===== src/hw/port_bc_mux_pkg.sv =====
// Purpose: constants for the port B / port C alternate function mux
// Assumes: 32-bit AHB-Lite register access, word aligned
// Notes: offsets are byte addresses
package port_bc_mux_pkg;
   localparam logic [7:0] PORT_B_SEL_OFS = 8'h00;
   localparam logic [7:0] PORT_C_SEL_OFS = 8'h04;
   localparam logic [7:0] MODE_OFS = 8'h08;
   localparam logic [7:0] IRQ_STAT_OFS = 8'h0C;
   localparam logic [7:0] IRQ_MASK_OFS = 8'h10;
   localparam logic [7:0] PIN_STATE_OFS = 8'h14;
   // mode register bits
   localparam int MODE_TIMER_ZERO_COUNTER = 0;
   localparam int MODE_TIMER_ONE_COUNTER = 1;
   localparam int MODE_TIMER_TWO_COUNTER = 2;
   localparam int MODE_IRQ_ZERO_TRIGGER_TYPE = 3;
   localparam int MODE_IRQ_ONE_TRIGGER_TYPE = 4;
   // status bits
   localparam int ST_IRQ4 = 0;
   localparam int ST_IRQ5 = 1;
   localparam int ST_IRQ6 = 2;
   localparam int ST_IRQ0 = 3;
   localparam int ST_IRQ1 = 4;
   localparam int ST_W = 5;
   localparam logic [7:0] SEL_B_RESET = 8'h00;
   localparam logic [5:0] SEL_C_RESET = 6'h00;
   localparam logic [4:0] MODE_RESET = 5'h00;
   localparam logic [4:0] MASK_RESET = 5'h00;
   localparam logic [7:0] PIN_RESET = 8'hFF;
endpackage : port_bc_mux_pkg


===== src/hw/port_bc_alt_function_mux.sv =====
// Purpose: port B (8 pins) and port C (bits 0..5) alternate function mux
// Assumes: pins synchronous to sys_clk; AHB-Lite register slave
// Notes: one wait-free slave, always OKAY
//
// Behaviour
// - select bit 0 connects pin to its bidirectional port bit
// - PB0 ignored while timer two is in timer mode
// - PB1 selected feeds timer two external trigger, active high
// - PB2 selected feeds second UART receive in all modes
// - PB3 selected driven by second UART transmit/shift clock
// - PB4 selected is irq four, rising edge
// - PB5 selected is irq five, falling edge
// - PB6 selected is irq six, rising edge
// - PB7 selected pulses high one cycle per timer two overflow
// - PC0 selected feeds first UART receive in all modes
// - PC1 selected driven by first UART transmit/shift clock
// - PC2 selected is irq zero low; type bit edge or level
// - PC3 selected is irq one low; type bit edge or level
// - PC4 selected feeds timer zero count input, counter mode only
// - PC5 selected feeds timer one count input, counter mode only
//
// Implementation choices: the register offsets and register access over AHB-Lite.
`timescale 1ns/1ps
`default_nettype none
module port_bc_alt_function_mux (
   // clock and reset
   input wire logic sys_clk,
   input wire logic rst_n,
   // ahb-lite slave
   input wire logic hsel,
   input wire logic [31:0] haddr,
   input wire logic [1:0] htrans,
   input wire logic hwrite,
   input wire logic [2:0] hsize,
   input wire logic [31:0] hwdata,
   input wire logic hready,
   output logic [31:0] hrdata,
   output logic hreadyout,
   output logic hresp,
   // general purpose port side
   input wire logic [7:0] portBOut,
   input wire logic [7:0] portBOutEn,
   output logic [7:0] portBIn,
   input wire logic [5:0] portCOut,
   input wire logic [5:0] portCOutEn,
   output logic [5:0] portCIn,
   // pins (output enable low while driving)
   input wire logic [7:0] pinBIn,
   output logic [7:0] pinBOut,
   output logic [7:0] pinBOe_n,
   input wire logic [5:0] pinCIn,
   output logic [5:0] pinCOut,
   output logic [5:0] pinCOe_n,
   // core side
   input wire logic secondUartTransmit,
   input wire logic firstUartTransmit,
   input wire logic timerTwoOverflow,
   output logic timerTwoCountInput,
   output logic timerTwoExternalTrigger,
   output logic secondUartReceive,
   output logic firstUartReceive,
   output logic timerZeroCountInput,
   output logic timerOneCountInput,
   output logic irqFourRising,
   output logic irqFiveFalling,
   output logic irqSixRising,
   output logic extIrqZeroLow_n,
   output logic extIrqOneLow_n,
   output logic irq
);
   // ----------------------------------------
   // registers
   // ----------------------------------------
   logic [7:0] portBFunctionSelect_q;
   logic [5:0] portCFunctionSelect_q;
   logic [4:0] mode_q;
   logic [4:0] irqStat_q;
   logic [4:0] irqMask_q;
   logic [7:0] prevB_q;
   logic [5:0] prevC_q;
   logic [7:0] addr_q;
   logic wrPend_q;

   // ----------------------------------------
   // bus decode
   // ----------------------------------------
   wire addrPhase = hsel && hready && htrans[1];
   wire wrB = wrPend_q && addr_q == port_bc_mux_pkg::PORT_B_SEL_OFS;
   wire wrC = wrPend_q && addr_q == port_bc_mux_pkg::PORT_C_SEL_OFS;
   wire wrMode = wrPend_q && addr_q == port_bc_mux_pkg::MODE_OFS;
   wire wrStat = wrPend_q && addr_q == port_bc_mux_pkg::IRQ_STAT_OFS;
   wire wrMask = wrPend_q && addr_q == port_bc_mux_pkg::IRQ_MASK_OFS;
   wire [7:0] rdAddr = haddr[7:0];
   logic [31:0] rdData;
   always_comb begin
      case (rdAddr)
         port_bc_mux_pkg::PORT_B_SEL_OFS: rdData = {24'h000000, portBFunctionSelect_q};
         port_bc_mux_pkg::PORT_C_SEL_OFS: rdData = {26'h0000000, portCFunctionSelect_q};
         port_bc_mux_pkg::MODE_OFS: rdData = {27'h0000000, mode_q};
         port_bc_mux_pkg::IRQ_STAT_OFS: rdData = {27'h0000000, irqStat_q};
         port_bc_mux_pkg::IRQ_MASK_OFS: rdData = {27'h0000000, irqMask_q};
         port_bc_mux_pkg::PIN_STATE_OFS: rdData = {18'h00000, pinCIn, pinBIn};
         default: rdData = 32'h00000000;
      endcase
   end

   always_ff @(posedge sys_clk or negedge rst_n) begin
      if (!rst_n) begin
         addr_q <= 8'h00;
         wrPend_q <= 1'b0;
         hrdata <= 32'h00000000;
      end else begin
         wrPend_q <= addrPhase && hwrite;
         if (addrPhase) begin
            addr_q <= haddr[7:0];
         end
         if (addrPhase && !hwrite) begin
            hrdata <= rdData;
         end
      end
   end

   always_ff @(posedge sys_clk or negedge rst_n) begin
      if (!rst_n) begin
         hreadyout <= 1'b1;
         hresp <= 1'b0;
      end else begin
         hreadyout <= 1'b1;
         hresp <= 1'b0;
      end
   end

   // ----------------------------------------
   // control registers
   // ----------------------------------------
   always_ff @(posedge sys_clk or negedge rst_n) begin
      if (!rst_n) begin
         portBFunctionSelect_q <= port_bc_mux_pkg::SEL_B_RESET;
         portCFunctionSelect_q <= port_bc_mux_pkg::SEL_C_RESET;
         mode_q <= port_bc_mux_pkg::MODE_RESET;
         irqMask_q <= port_bc_mux_pkg::MASK_RESET;
      end else begin
         if (wrB) portBFunctionSelect_q <= hwdata[7:0];
         if (wrC) portCFunctionSelect_q <= hwdata[5:0];
         if (wrMode) mode_q <= hwdata[4:0];
         if (wrMask) irqMask_q <= hwdata[4:0];
      end
   end

   // ----------------------------------------
   // pin history for edge detection
   // ----------------------------------------
   // reset high: a high pin at release counts as no edge
   always_ff @(posedge sys_clk or negedge rst_n) begin
      if (!rst_n) begin
         prevB_q <= port_bc_mux_pkg::PIN_RESET;
         prevC_q <= port_bc_mux_pkg::PIN_RESET[5:0];
      end else begin
         prevB_q <= pinBIn;
         prevC_q <= pinCIn;
      end
   end

   wire [7:0] selB = portBFunctionSelect_q;
   wire [5:0] selC = portCFunctionSelect_q;
   wire rise4 = selB[4] && pinBIn[4] && !prevB_q[4];
   wire fall5 = selB[5] && !pinBIn[5] && prevB_q[5];
   wire rise6 = selB[6] && pinBIn[6] && !prevB_q[6];
   wire fall0 = selC[2] && !pinCIn[2] && prevC_q[2];
   wire fall1 = selC[3] && !pinCIn[3] && prevC_q[3];
   wire low0 = selC[2] && !pinCIn[2];
   wire low1 = selC[3] && !pinCIn[3];
   wire irq0Evt = mode_q[port_bc_mux_pkg::MODE_IRQ_ZERO_TRIGGER_TYPE] ? fall0 : low0;
   wire irq1Evt = mode_q[port_bc_mux_pkg::MODE_IRQ_ONE_TRIGGER_TYPE] ? fall1 : low1;
   wire [4:0] events = {irq1Evt, irq0Evt, rise6, fall5, rise4};
   wire [4:0] statClr = wrStat ? hwdata[4:0] : 5'h00;
   // irq follows the mask written this cycle, so it never lags the mask register
   wire [4:0] maskNext = wrMask ? hwdata[4:0] : irqMask_q;
   wire [4:0] statNext = (irqStat_q & ~statClr) | events;

   // ----------------------------------------
   // sticky status, set wins over clear
   // ----------------------------------------
   always_ff @(posedge sys_clk or negedge rst_n) begin
      if (!rst_n) begin
         irqStat_q <= 5'h00;
         irq <= 1'b0;
      end else begin
         irqStat_q <= statNext;
         irq <= |(statNext & maskNext);
      end
   end

   // ----------------------------------------
   // pin output muxing
   // ----------------------------------------
   logic [7:0] nxtBOut;
   logic [7:0] nxtBOe_n;
   logic [5:0] nxtCOut;
   logic [5:0] nxtCOe_n;
   always_comb begin
      nxtBOut = portBOut;
      nxtBOe_n = ~portBOutEn;
      nxtCOut = portCOut;
      nxtCOe_n = ~portCOutEn;
      if (selB[3]) begin
         nxtBOut[3] = secondUartTransmit;
         nxtBOe_n[3] = 1'b0;
      end
      if (selB[7]) begin
         nxtBOut[7] = timerTwoOverflow;
         nxtBOe_n[7] = 1'b0;
      end
      if (selC[1]) begin
         nxtCOut[1] = firstUartTransmit;
         nxtCOe_n[1] = 1'b0;
      end
   end

   always_ff @(posedge sys_clk or negedge rst_n) begin
      if (!rst_n) begin
         pinBOut <= 8'h00;
         pinBOe_n <= 8'hFF;
         pinCOut <= 6'h00;
         pinCOe_n <= 6'h3F;
      end else begin
         pinBOut <= nxtBOut;
         pinBOe_n <= nxtBOe_n;
         pinCOut <= nxtCOut;
         pinCOe_n <= nxtCOe_n;
      end
   end

   // ----------------------------------------
   // core side inputs
   // ----------------------------------------
   // port inputs always see the pin so software can read it back
   always_ff @(posedge sys_clk or negedge rst_n) begin
      if (!rst_n) begin
         portBIn <= 8'h00;
         portCIn <= 6'h00;
         timerTwoCountInput <= 1'b0;
         timerTwoExternalTrigger <= 1'b0;
         secondUartReceive <= 1'b1;
         firstUartReceive <= 1'b1;
         timerZeroCountInput <= 1'b0;
         timerOneCountInput <= 1'b0;
         irqFourRising <= 1'b0;
         irqFiveFalling <= 1'b0;
         irqSixRising <= 1'b0;
         extIrqZeroLow_n <= 1'b1;
         extIrqOneLow_n <= 1'b1;
      end else begin
         portBIn <= pinBIn;
         portCIn <= pinCIn;
         timerTwoCountInput <= selB[0] && mode_q[port_bc_mux_pkg::MODE_TIMER_TWO_COUNTER]
            && pinBIn[0];
         timerTwoExternalTrigger <= selB[1] && pinBIn[1];
         secondUartReceive <= selB[2] ? pinBIn[2] : 1'b1;
         firstUartReceive <= selC[0] ? pinCIn[0] : 1'b1;
         timerZeroCountInput <= selC[4] && mode_q[port_bc_mux_pkg::MODE_TIMER_ZERO_COUNTER]
            && pinCIn[4];
         timerOneCountInput <= selC[5] && mode_q[port_bc_mux_pkg::MODE_TIMER_ONE_COUNTER]
            && pinCIn[5];
         irqFourRising <= rise4;
         irqFiveFalling <= fall5;
         irqSixRising <= rise6;
         extIrqZeroLow_n <= !irq0Evt;
         extIrqOneLow_n <= !irq1Evt;
      end
   end

   // ----------------------------------------
   // assertions
   // ----------------------------------------
   property p_gpio_b;
      @(posedge sys_clk) disable iff (!rst_n)
      !selB[2] |=> pinBOut[2] == $past(portBOut[2]) && pinBOe_n[2] == !$past(portBOutEn[2]);
   endproperty
   a_gpio_b: assert property (p_gpio_b) else $error("gpio passthrough wrong");

   property p_two_timer_mode;
      @(posedge sys_clk) disable iff (!rst_n)
      !mode_q[port_bc_mux_pkg::MODE_TIMER_TWO_COUNTER] |=> !timerTwoCountInput;
   endproperty
   a_two_timer_mode: assert property (p_two_timer_mode) else $error("pin used in timer mode");

   property p_two_ovf;
      @(posedge sys_clk) disable iff (!rst_n)
      selB[7] && timerTwoOverflow ##1 !timerTwoOverflow |-> pinBOut[7] ##1 !pinBOut[7];
   endproperty
   a_two_ovf: assert property (p_two_ovf) else $error("overflow pulse not one cycle");

   property p_irq4;
      @(posedge sys_clk) disable iff (!rst_n)
      selB[4] && pinBIn[4] && !$past(pinBIn[4]) |=> irqFourRising && irqStat_q[0];
   endproperty
   a_irq4: assert property (p_irq4) else $error("rising edge missed");

   property p_irq5;
      @(posedge sys_clk) disable iff (!rst_n)
      irqFiveFalling |-> $past(!pinBIn[5] && selB[5]);
   endproperty
   a_irq5: assert property (p_irq5) else $error("falling edge spurious");

   property p_irq0_level;
      @(posedge sys_clk) disable iff (!rst_n)
      selC[2] && !mode_q[port_bc_mux_pkg::MODE_IRQ_ZERO_TRIGGER_TYPE] && !pinCIn[2]
         |=> !extIrqZeroLow_n;
   endproperty
   a_irq0_level: assert property (p_irq0_level) else $error("level irq zero missed");

   property p_first_uart_tx;
      @(posedge sys_clk) disable iff (!rst_n)
      selC[1] |=> !pinCOe_n[1] && pinCOut[1] == $past(firstUartTransmit);
   endproperty
   a_first_uart_tx: assert property (p_first_uart_tx) else $error("uart transmit not driven");

   property p_irq6;
      @(posedge sys_clk) disable iff (!rst_n)
      selB[6] && pinBIn[6] && !$past(pinBIn[6])
         |=> irqSixRising && irqStat_q[port_bc_mux_pkg::ST_IRQ6];
   endproperty
   a_irq6: assert property (p_irq6) else $error("rising edge six missed");

   property p_rx_b;
      @(posedge sys_clk) disable iff (!rst_n)
      selB[2] |=> secondUartReceive == $past(pinBIn[2]);
   endproperty
   a_rx_b: assert property (p_rx_b) else $error("uart receive wrong");

   property p_zero_gate;
      @(posedge sys_clk) disable iff (!rst_n)
      !(selC[4] && mode_q[port_bc_mux_pkg::MODE_TIMER_ZERO_COUNTER]) |=> !timerZeroCountInput;
   endproperty
   a_zero_gate: assert property (p_zero_gate) else $error("count input not gated");

   property p_irq_out;
      @(posedge sys_clk) disable iff (!rst_n)
      ##1 irq == |(irqStat_q & irqMask_q);
   endproperty
   a_irq_out: assert property (p_irq_out) else $error("interrupt output wrong");
endmodule : port_bc_alt_function_mux
`default_nettype wire


===== config.mk =====
export PLATFORM = sky130hd
export DESIGN_NAME = port_bc_alt_function_mux
export DESIGN_NICKNAME = d
export VERILOG_FILES = /design/src/hw/port_bc_mux_pkg.sv /design/src/hw/port_bc_alt_function_mux.sv
export SDC_FILE = /design/constraint.sdc
export NUM_CORES = 1
export LEC_CHECK = 0
export BUFFER_PORTS_ARGS = -buffer_cell sky130_fd_sc_hd__buf_2
export CORE_UTILIZATION = 43
export CTS_BUF_LIST = sky130_fd_sc_hd__clkbuf_8
export CTS_CLUSTER_SIZE = 10
export DETAILED_ROUTE_END_ITERATION = 8
export HOLD_SLACK_MARGIN = 0.12
export PLACE_DENSITY_LB_ADDON = 0.12
export SYNTH_ARGS = -nofsm -noshare
export SYNTH_HDL_FRONTEND = slang
export SYNTH_SLANG_ARGS = --single-unit

===== constraint.sdc =====
create_clock -name sys_clk -period 1.7 [get_ports sys_clk]
set_input_delay 0.255 -clock sys_clk [delete_from_list [all_inputs] [get_ports sys_clk]]
set_output_delay 0.255 -clock sys_clk [all_outputs]
set_load 0.005 [all_outputs]

Word-level counts from Yosys, hierarchy flattened
Index checks and enable logic that the tools add are counted.
- flip-flop bits (word level): 135
- input port bits: 119
- output and inout port bits: 88
- logic and storage cells: 93
- equal/unequal tests: 9
- muxes and demuxes: 13
- bitwise logic cells: 6
- reductions and logical operators: 37
- operators by type and width (kind ; count):
    case mux 14 bit (6 select lines) ; 1
    equality test 8 x 4 -> 1 bit, second input constant ; 4
    logical AND 1 bit ; 26
    equality test 8 x 5 -> 1 bit, second input constant ; 3
    equality test 8 x 3 -> 1 bit, second input constant ; 2
    logical NOT 8 bit ; 2
    bitwise AND 5 bit ; 2
    2-to-1 mux 1 bit ; 10
    2-to-1 mux 5 bit ; 2
    logical NOT 1 bit ; 8
    NOT 8 bit ; 1
    NOT 6 bit ; 1
    NOT 5 bit ; 1
    OR 5 bit ; 1
    OR reduction 5 bit ; 1

Logic depth before layout (Yosys ltp)
- word-level depth: 8
- depth in mapped cells: 6
- mapped depth without buffers: 5

Least setup slack after synthesis
No wires, ideal clock.
- kind: reg-to-reg
- from: register addr_q[1]
- to: register irq
- setup time: 0.134 ns
- arrival: 1.619 ns
- data required time: 1.566 ns
- slack: -0.053 ns
- stages on the path, launching flop included: 6
- buffers on the path: 0
- period minus slack after synthesis: 1.753 ns
- cells stage by stage: dfrtp_1 nor4b_1 nand4b_1 mux2_2 a22oi_1 nand4_1
- elaborated cells between the ends (all ways): 11
- those cells by class: 2 x eq/ne; 2 x mux; 4 x bitwise; 3 x reduce/logical
- RTL lines (item ; RTL line ; RTL):
    start: declaration ; port_bc_alt_function_mux.sv:81 ; logic [7:0] addr_q;
    start signal: assignment ; port_bc_alt_function_mux.sv:115 ; addr_q <= haddr[7:0];
    equality test 8 x 5 -> 1 bit ; port_bc_alt_function_mux.sv:92 ; wire wrMask = wrPend_q && addr_q == port_bc_mux_pkg::IRQ_MASK_OFS;
    logical AND 1 bit ; port_bc_alt_function_mux.sv:92 ;
    2-to-1 mux 5 bit ; -- ;
    net maskNext[2] ; port_bc_alt_function_mux.sv:178 ; wire [4:0] maskNext = wrMask ? hwdata[4:0] : irqMask_q;
    bitwise AND 5 bit ; port_bc_alt_function_mux.sv:190 ; irq <= |(statNext & maskNext);
    OR reduction 5 bit ; port_bc_alt_function_mux.sv:190 ;
    end signal: assignment ; port_bc_alt_function_mux.sv:190 ;
    end: declaration ; port_bc_alt_function_mux.sv:69 ; output logic irq
The timed path passes the listed nets, and every way through them passes these cells.
A chain may end at the register's enable or synchronous reset.

Worst setup path after layout
- from: register addr_q[0]
- to: register portBFunctionSelect_q[5]
- longest elaborated chain between the ends: 2
- ends and longest elaborated chain (item ; RTL line ; RTL):
    logical NOT 8 bit ; port_bc_alt_function_mux.sv:88 ; wire wrB = wrPend_q && addr_q == port_bc_mux_pkg::PORT_B_SEL_OFS;
    logical AND 1 bit ; port_bc_alt_function_mux.sv:88 ;
    end signal: assignment ; port_bc_alt_function_mux.sv:138 ; portBFunctionSelect_q <= port_bc_mux_pkg::SEL_B_RESET;
    end signal: assignment ; port_bc_alt_function_mux.sv:143 ; if (wrB) portBFunctionSelect_q <= hwdata[7:0];
    end: declaration ; port_bc_alt_function_mux.sv:74 ; logic [7:0] portBFunctionSelect_q;
No other way between the ends.

==> flow_metrics.py <==
metrics = {
    "outcome": {
        "status": "complete, but fails checks",
        "violations": "setup timing",
    },
    "worst_setup_path": {
        "path_cells": "nor4b_4, buf_4, nor4bb_4, buf_4, mux2_4",
        "start_kind": "register",
        "worst-setup-path-type": "register to register",
        "reg2regPathDepth": 5,
        "startpoint": "addr_q[0]",
        "r2r-start": "addr_q[0]",
        "required_ns": 1.95,
        "cpMostUsedCell": "buf_4",
        "critPathSlowestCell": "dfrtp_1",
        "path_max_fanout": 3,
        "critical-path-max-stage-delay_ns": 0.42,
        "worstPathArrival_ns": 2.01,
        "endpoint_kind": "register",
    },
    "routing": {
        "vias_per_cell": 4.59,
        "top_layer_used": "met4",
        "wl_met3_um": 433,
        "dr_wl_met2_um": 4580,
        "wl_met1_um": 4260,
        "vias": 2982,
        "firstDrtPassIters": 4,
        "drt-total-wl_um": 9330,
        "drt_iter0_drc": 111,
        "drt-wirelength-per-cell_um": 14.4,
        "drc": 0,
        "drtAntennaViolNets": 0,
    },
    "sta": {
        "rsz0062_at_grt": "yes",
        "hold_ws_ns": 0.137,
        "postLayoutSetupSlackWorst_ns": -0.0513,
        "final-hold-violation-count": 0,
        "finalCritPeriodShare": 1.03,
        "fin_skew_ns": 0.0109,
        "setup_violations": 14,
        "fmax_mhz": 571,
        "fin_crit_ns": 1.75,
        "slew_violations": 0,
    },
    "synth": {
        "synthCells": 298,
        "yosys-top-cells-area": "dfrtp_1 (53%), dfstp_2 (14%), mux2_2 (9.4%), buf_4 (3.6%), mux4_2 (2.7%)",
        "yosysSeqAreaShare": 0.670,
        "yosysTopAreaCellShare": 0.526,
        "ys.flop_type": "dfrtp_1",
        "synth_edf_count": 0,
        "yosysUniqueCellTypes": 39,
        "yosys.area.top_type": "dfrtp_1",
        "async_flop_share": 1.00,
        "syn_area_per_cell_um2": 14.0,
        "yosysWarnings": 0,
        "synth_area_um2": 4190,
        "synth_seq_cells": 111,
    },
    "pwr": {
        "p_leak_nw": 2.92,
        "swShare": 0.254,
        "peakVddDrop_mv": 0.443,
        "power_frac_clock": 0.296,
        "powerDensity_nw_per_um2": 851,
        "power_switching_mw": 1.30,
        "seq_power_share": 0.572,
        "power.internal_mw": 3.83,
        "pwr-share-comb": 0.132,
    },
    "die": {
        "coreArea_um2": 9330,
        "fp.dieH_um": 101,
        "io_pins": 207,
        "core.rowCount": 35,
        "start_util": 0.449,
        "die_width_um": 101,
        "die-area_um2": 10100,
    },
    "finish": {
        "fin_area_um2": 6030,
        "drive_gt1_frac": 0.498,
        "final_common_cell": "buf_2",
        "fin_nets": 634,
        "diodes": 0,
        "fillCellCount": 753,
        "final_cell_mix": "buf_2 (133), dfrtp_1 (88), dlygate4sd3_1 (52), nand2_1 (25), dfstp_2 (23)",
        "areaGrowthSynthToFinish_pct": 44.1,
        "stdcell_count": 649,
        "fin_util": 0.647,
    },
    "cts": {
        "clk_pin_slew_worst_paths_ns": 0.10,
        "cts.sinks": 111,
        "cts_max_level": 3,
        "cts_root_buffer": "clkbuf_8",
        "cts_tree": "done",
        "numCtsBuffers": 9,
        "clock_path_buffers": 2,
        "clkLatencyLatePin_ns": 0.37,
    },
    "placed_design": {
        "gp_congestion": 0.784,
        "placed_cell_area_um2": 5160,
        "dp_cells": 578,
        "port_buffers": 134,
        "hpwl_um": 6510,
    },
    "grt": {
        "grt_max_degree": 54,
        "grt_overflow_total": 0,
        "antenna_found_initial": 0,
        "grt_usage": 0.197,
        "grt_pass1_vias": 2994,
        "grt_pass1_wl_um": 14900,
    },
    "job": {
        "maxCapViolCount": 0,
    },
    "worst_hold_path": {
        "hold-path-cell-count": 2,
        "hold_start": "haddr[5]",
        "min_path_type": "primary input to register",
    },
}
==> worst max-delay path, delay by kind of cell (launching register included) <==
family | cells | cell delay [ns]
simple gates | 2 | 0.56
flops | 1 | 0.42
buf+inv | 2 | 0.36
mux | 1 | 0.30
==> state kept, by name, indices dropped and copies added, names as in the netlist, 2 cells and up <==
register	count
hrdata	14
addr_q	8
pinBOe_n	8
pinBOut	8
portBFunctionSelect_q	8
portBIn	8
pinCOe_n	6
pinCOut	6
portCFunctionSelect_q	6
portCIn	6
irqMask_q	5
irqStat_q	5
mode_q	5
prevB_q	3
prevC_q	2
==> cells by family (layout without fill, tap and decap cells) <==
logic type / after synthesis / in the layout / synth area share
flops: 111 / 111 / 0.670
simple gates: 73 / 73 / 0.100
mux: 41 / 41 / 0.123
buf+inv: 40 / 244 / 0.0559
compound gates: 31 / 31 / 0.0481
other cells: 2 / 20 / 0.00179
==> synthesized netlist by cell type, drive strengths merged (2+ instances only) <==
cell and count:
a21o 3, inv 14, nor3b 3, nand2 25
or2 2, buf 22, nor2 10, conb 2
dfstp 23, mux4 5, a22oi 4, a221oi 5
o31ai 2, dfrtp 88, mux2 35, and3 4
nor4bb 2, o21ai 14, nor2b 4, clkbuf 4
a21boi 2, nand3 2, nand4 4, and2 7
nor3 2, nand2b 3
==> path summary, 6_finish.rpt <==
kind	slack [ns]	end
min	0.14	addr_q[5]
min in group asynchronous	0.32	pinCOut[0]
min reg2reg	0.46	secondUartReceive
max in group asynchronous	0.74	pinBOe_n[3]
max reg2reg	-0.05	portBFunctionSelect_q[5]
max	-0.05	portBFunctionSelect_q[5]
==> per-layer routing <==
metal	global-route usage	vias up
met5	0	-
met4	0.0524	0
met3	0.0485	6
met2	0.324	96
met1	0.262	1466
li1	-	1414
==> power groups by stage <==
stage / combinational (mW) / sequential (mW) / clock [mW]
2_1_floorplan: 0.254 / 2.96 / 0
3_3_place_gp: 0.524 / 2.97 / 0
3_5_place_dp: 0.536 / 2.97 / 0
4_1_cts: 0.661 / 2.93 / 1.58
5_1_grt: 0.747 / 2.96 / 1.67
6_report: 0.678 / 2.94 / 1.52
==> repair_timing <==
action | in CTS | in global routing
pin swaps | 3 | 4
endpoints found under the hold margin | 104 | 1
setup buffers | 3 | 0
setup endpoints to repair | 14 | 21
hold buffers | 51 | 1
resized for setup | 20 | 17
==> metrics by stage <==
stage	worst slack [ns]	total power [mW]	setup TNS (ns)
floorplan	-0.00994	3.22	-0.00994
finish	-0.0513	5.13	-0.500
global placement	-0.220	3.49	-3.64
detailed placement	-0.240	3.51	-4.12
global route	-0.139	5.38	-1.61
CTS	-0.0618	5.18	-0.731
==> final cells by class <==
class	count	area, um^2	area share
tap	129	161	0.0267
clock buffer	10	138	0.0228
sequential	111	2810	0.465
clock inverter	6	51.3	0.00850
timing repair buffer	214	1480	0.245
multi-input combinational	165	1350	0.223
inverter	14	52.6	0.00871
(Power assumes the default switching activity.)
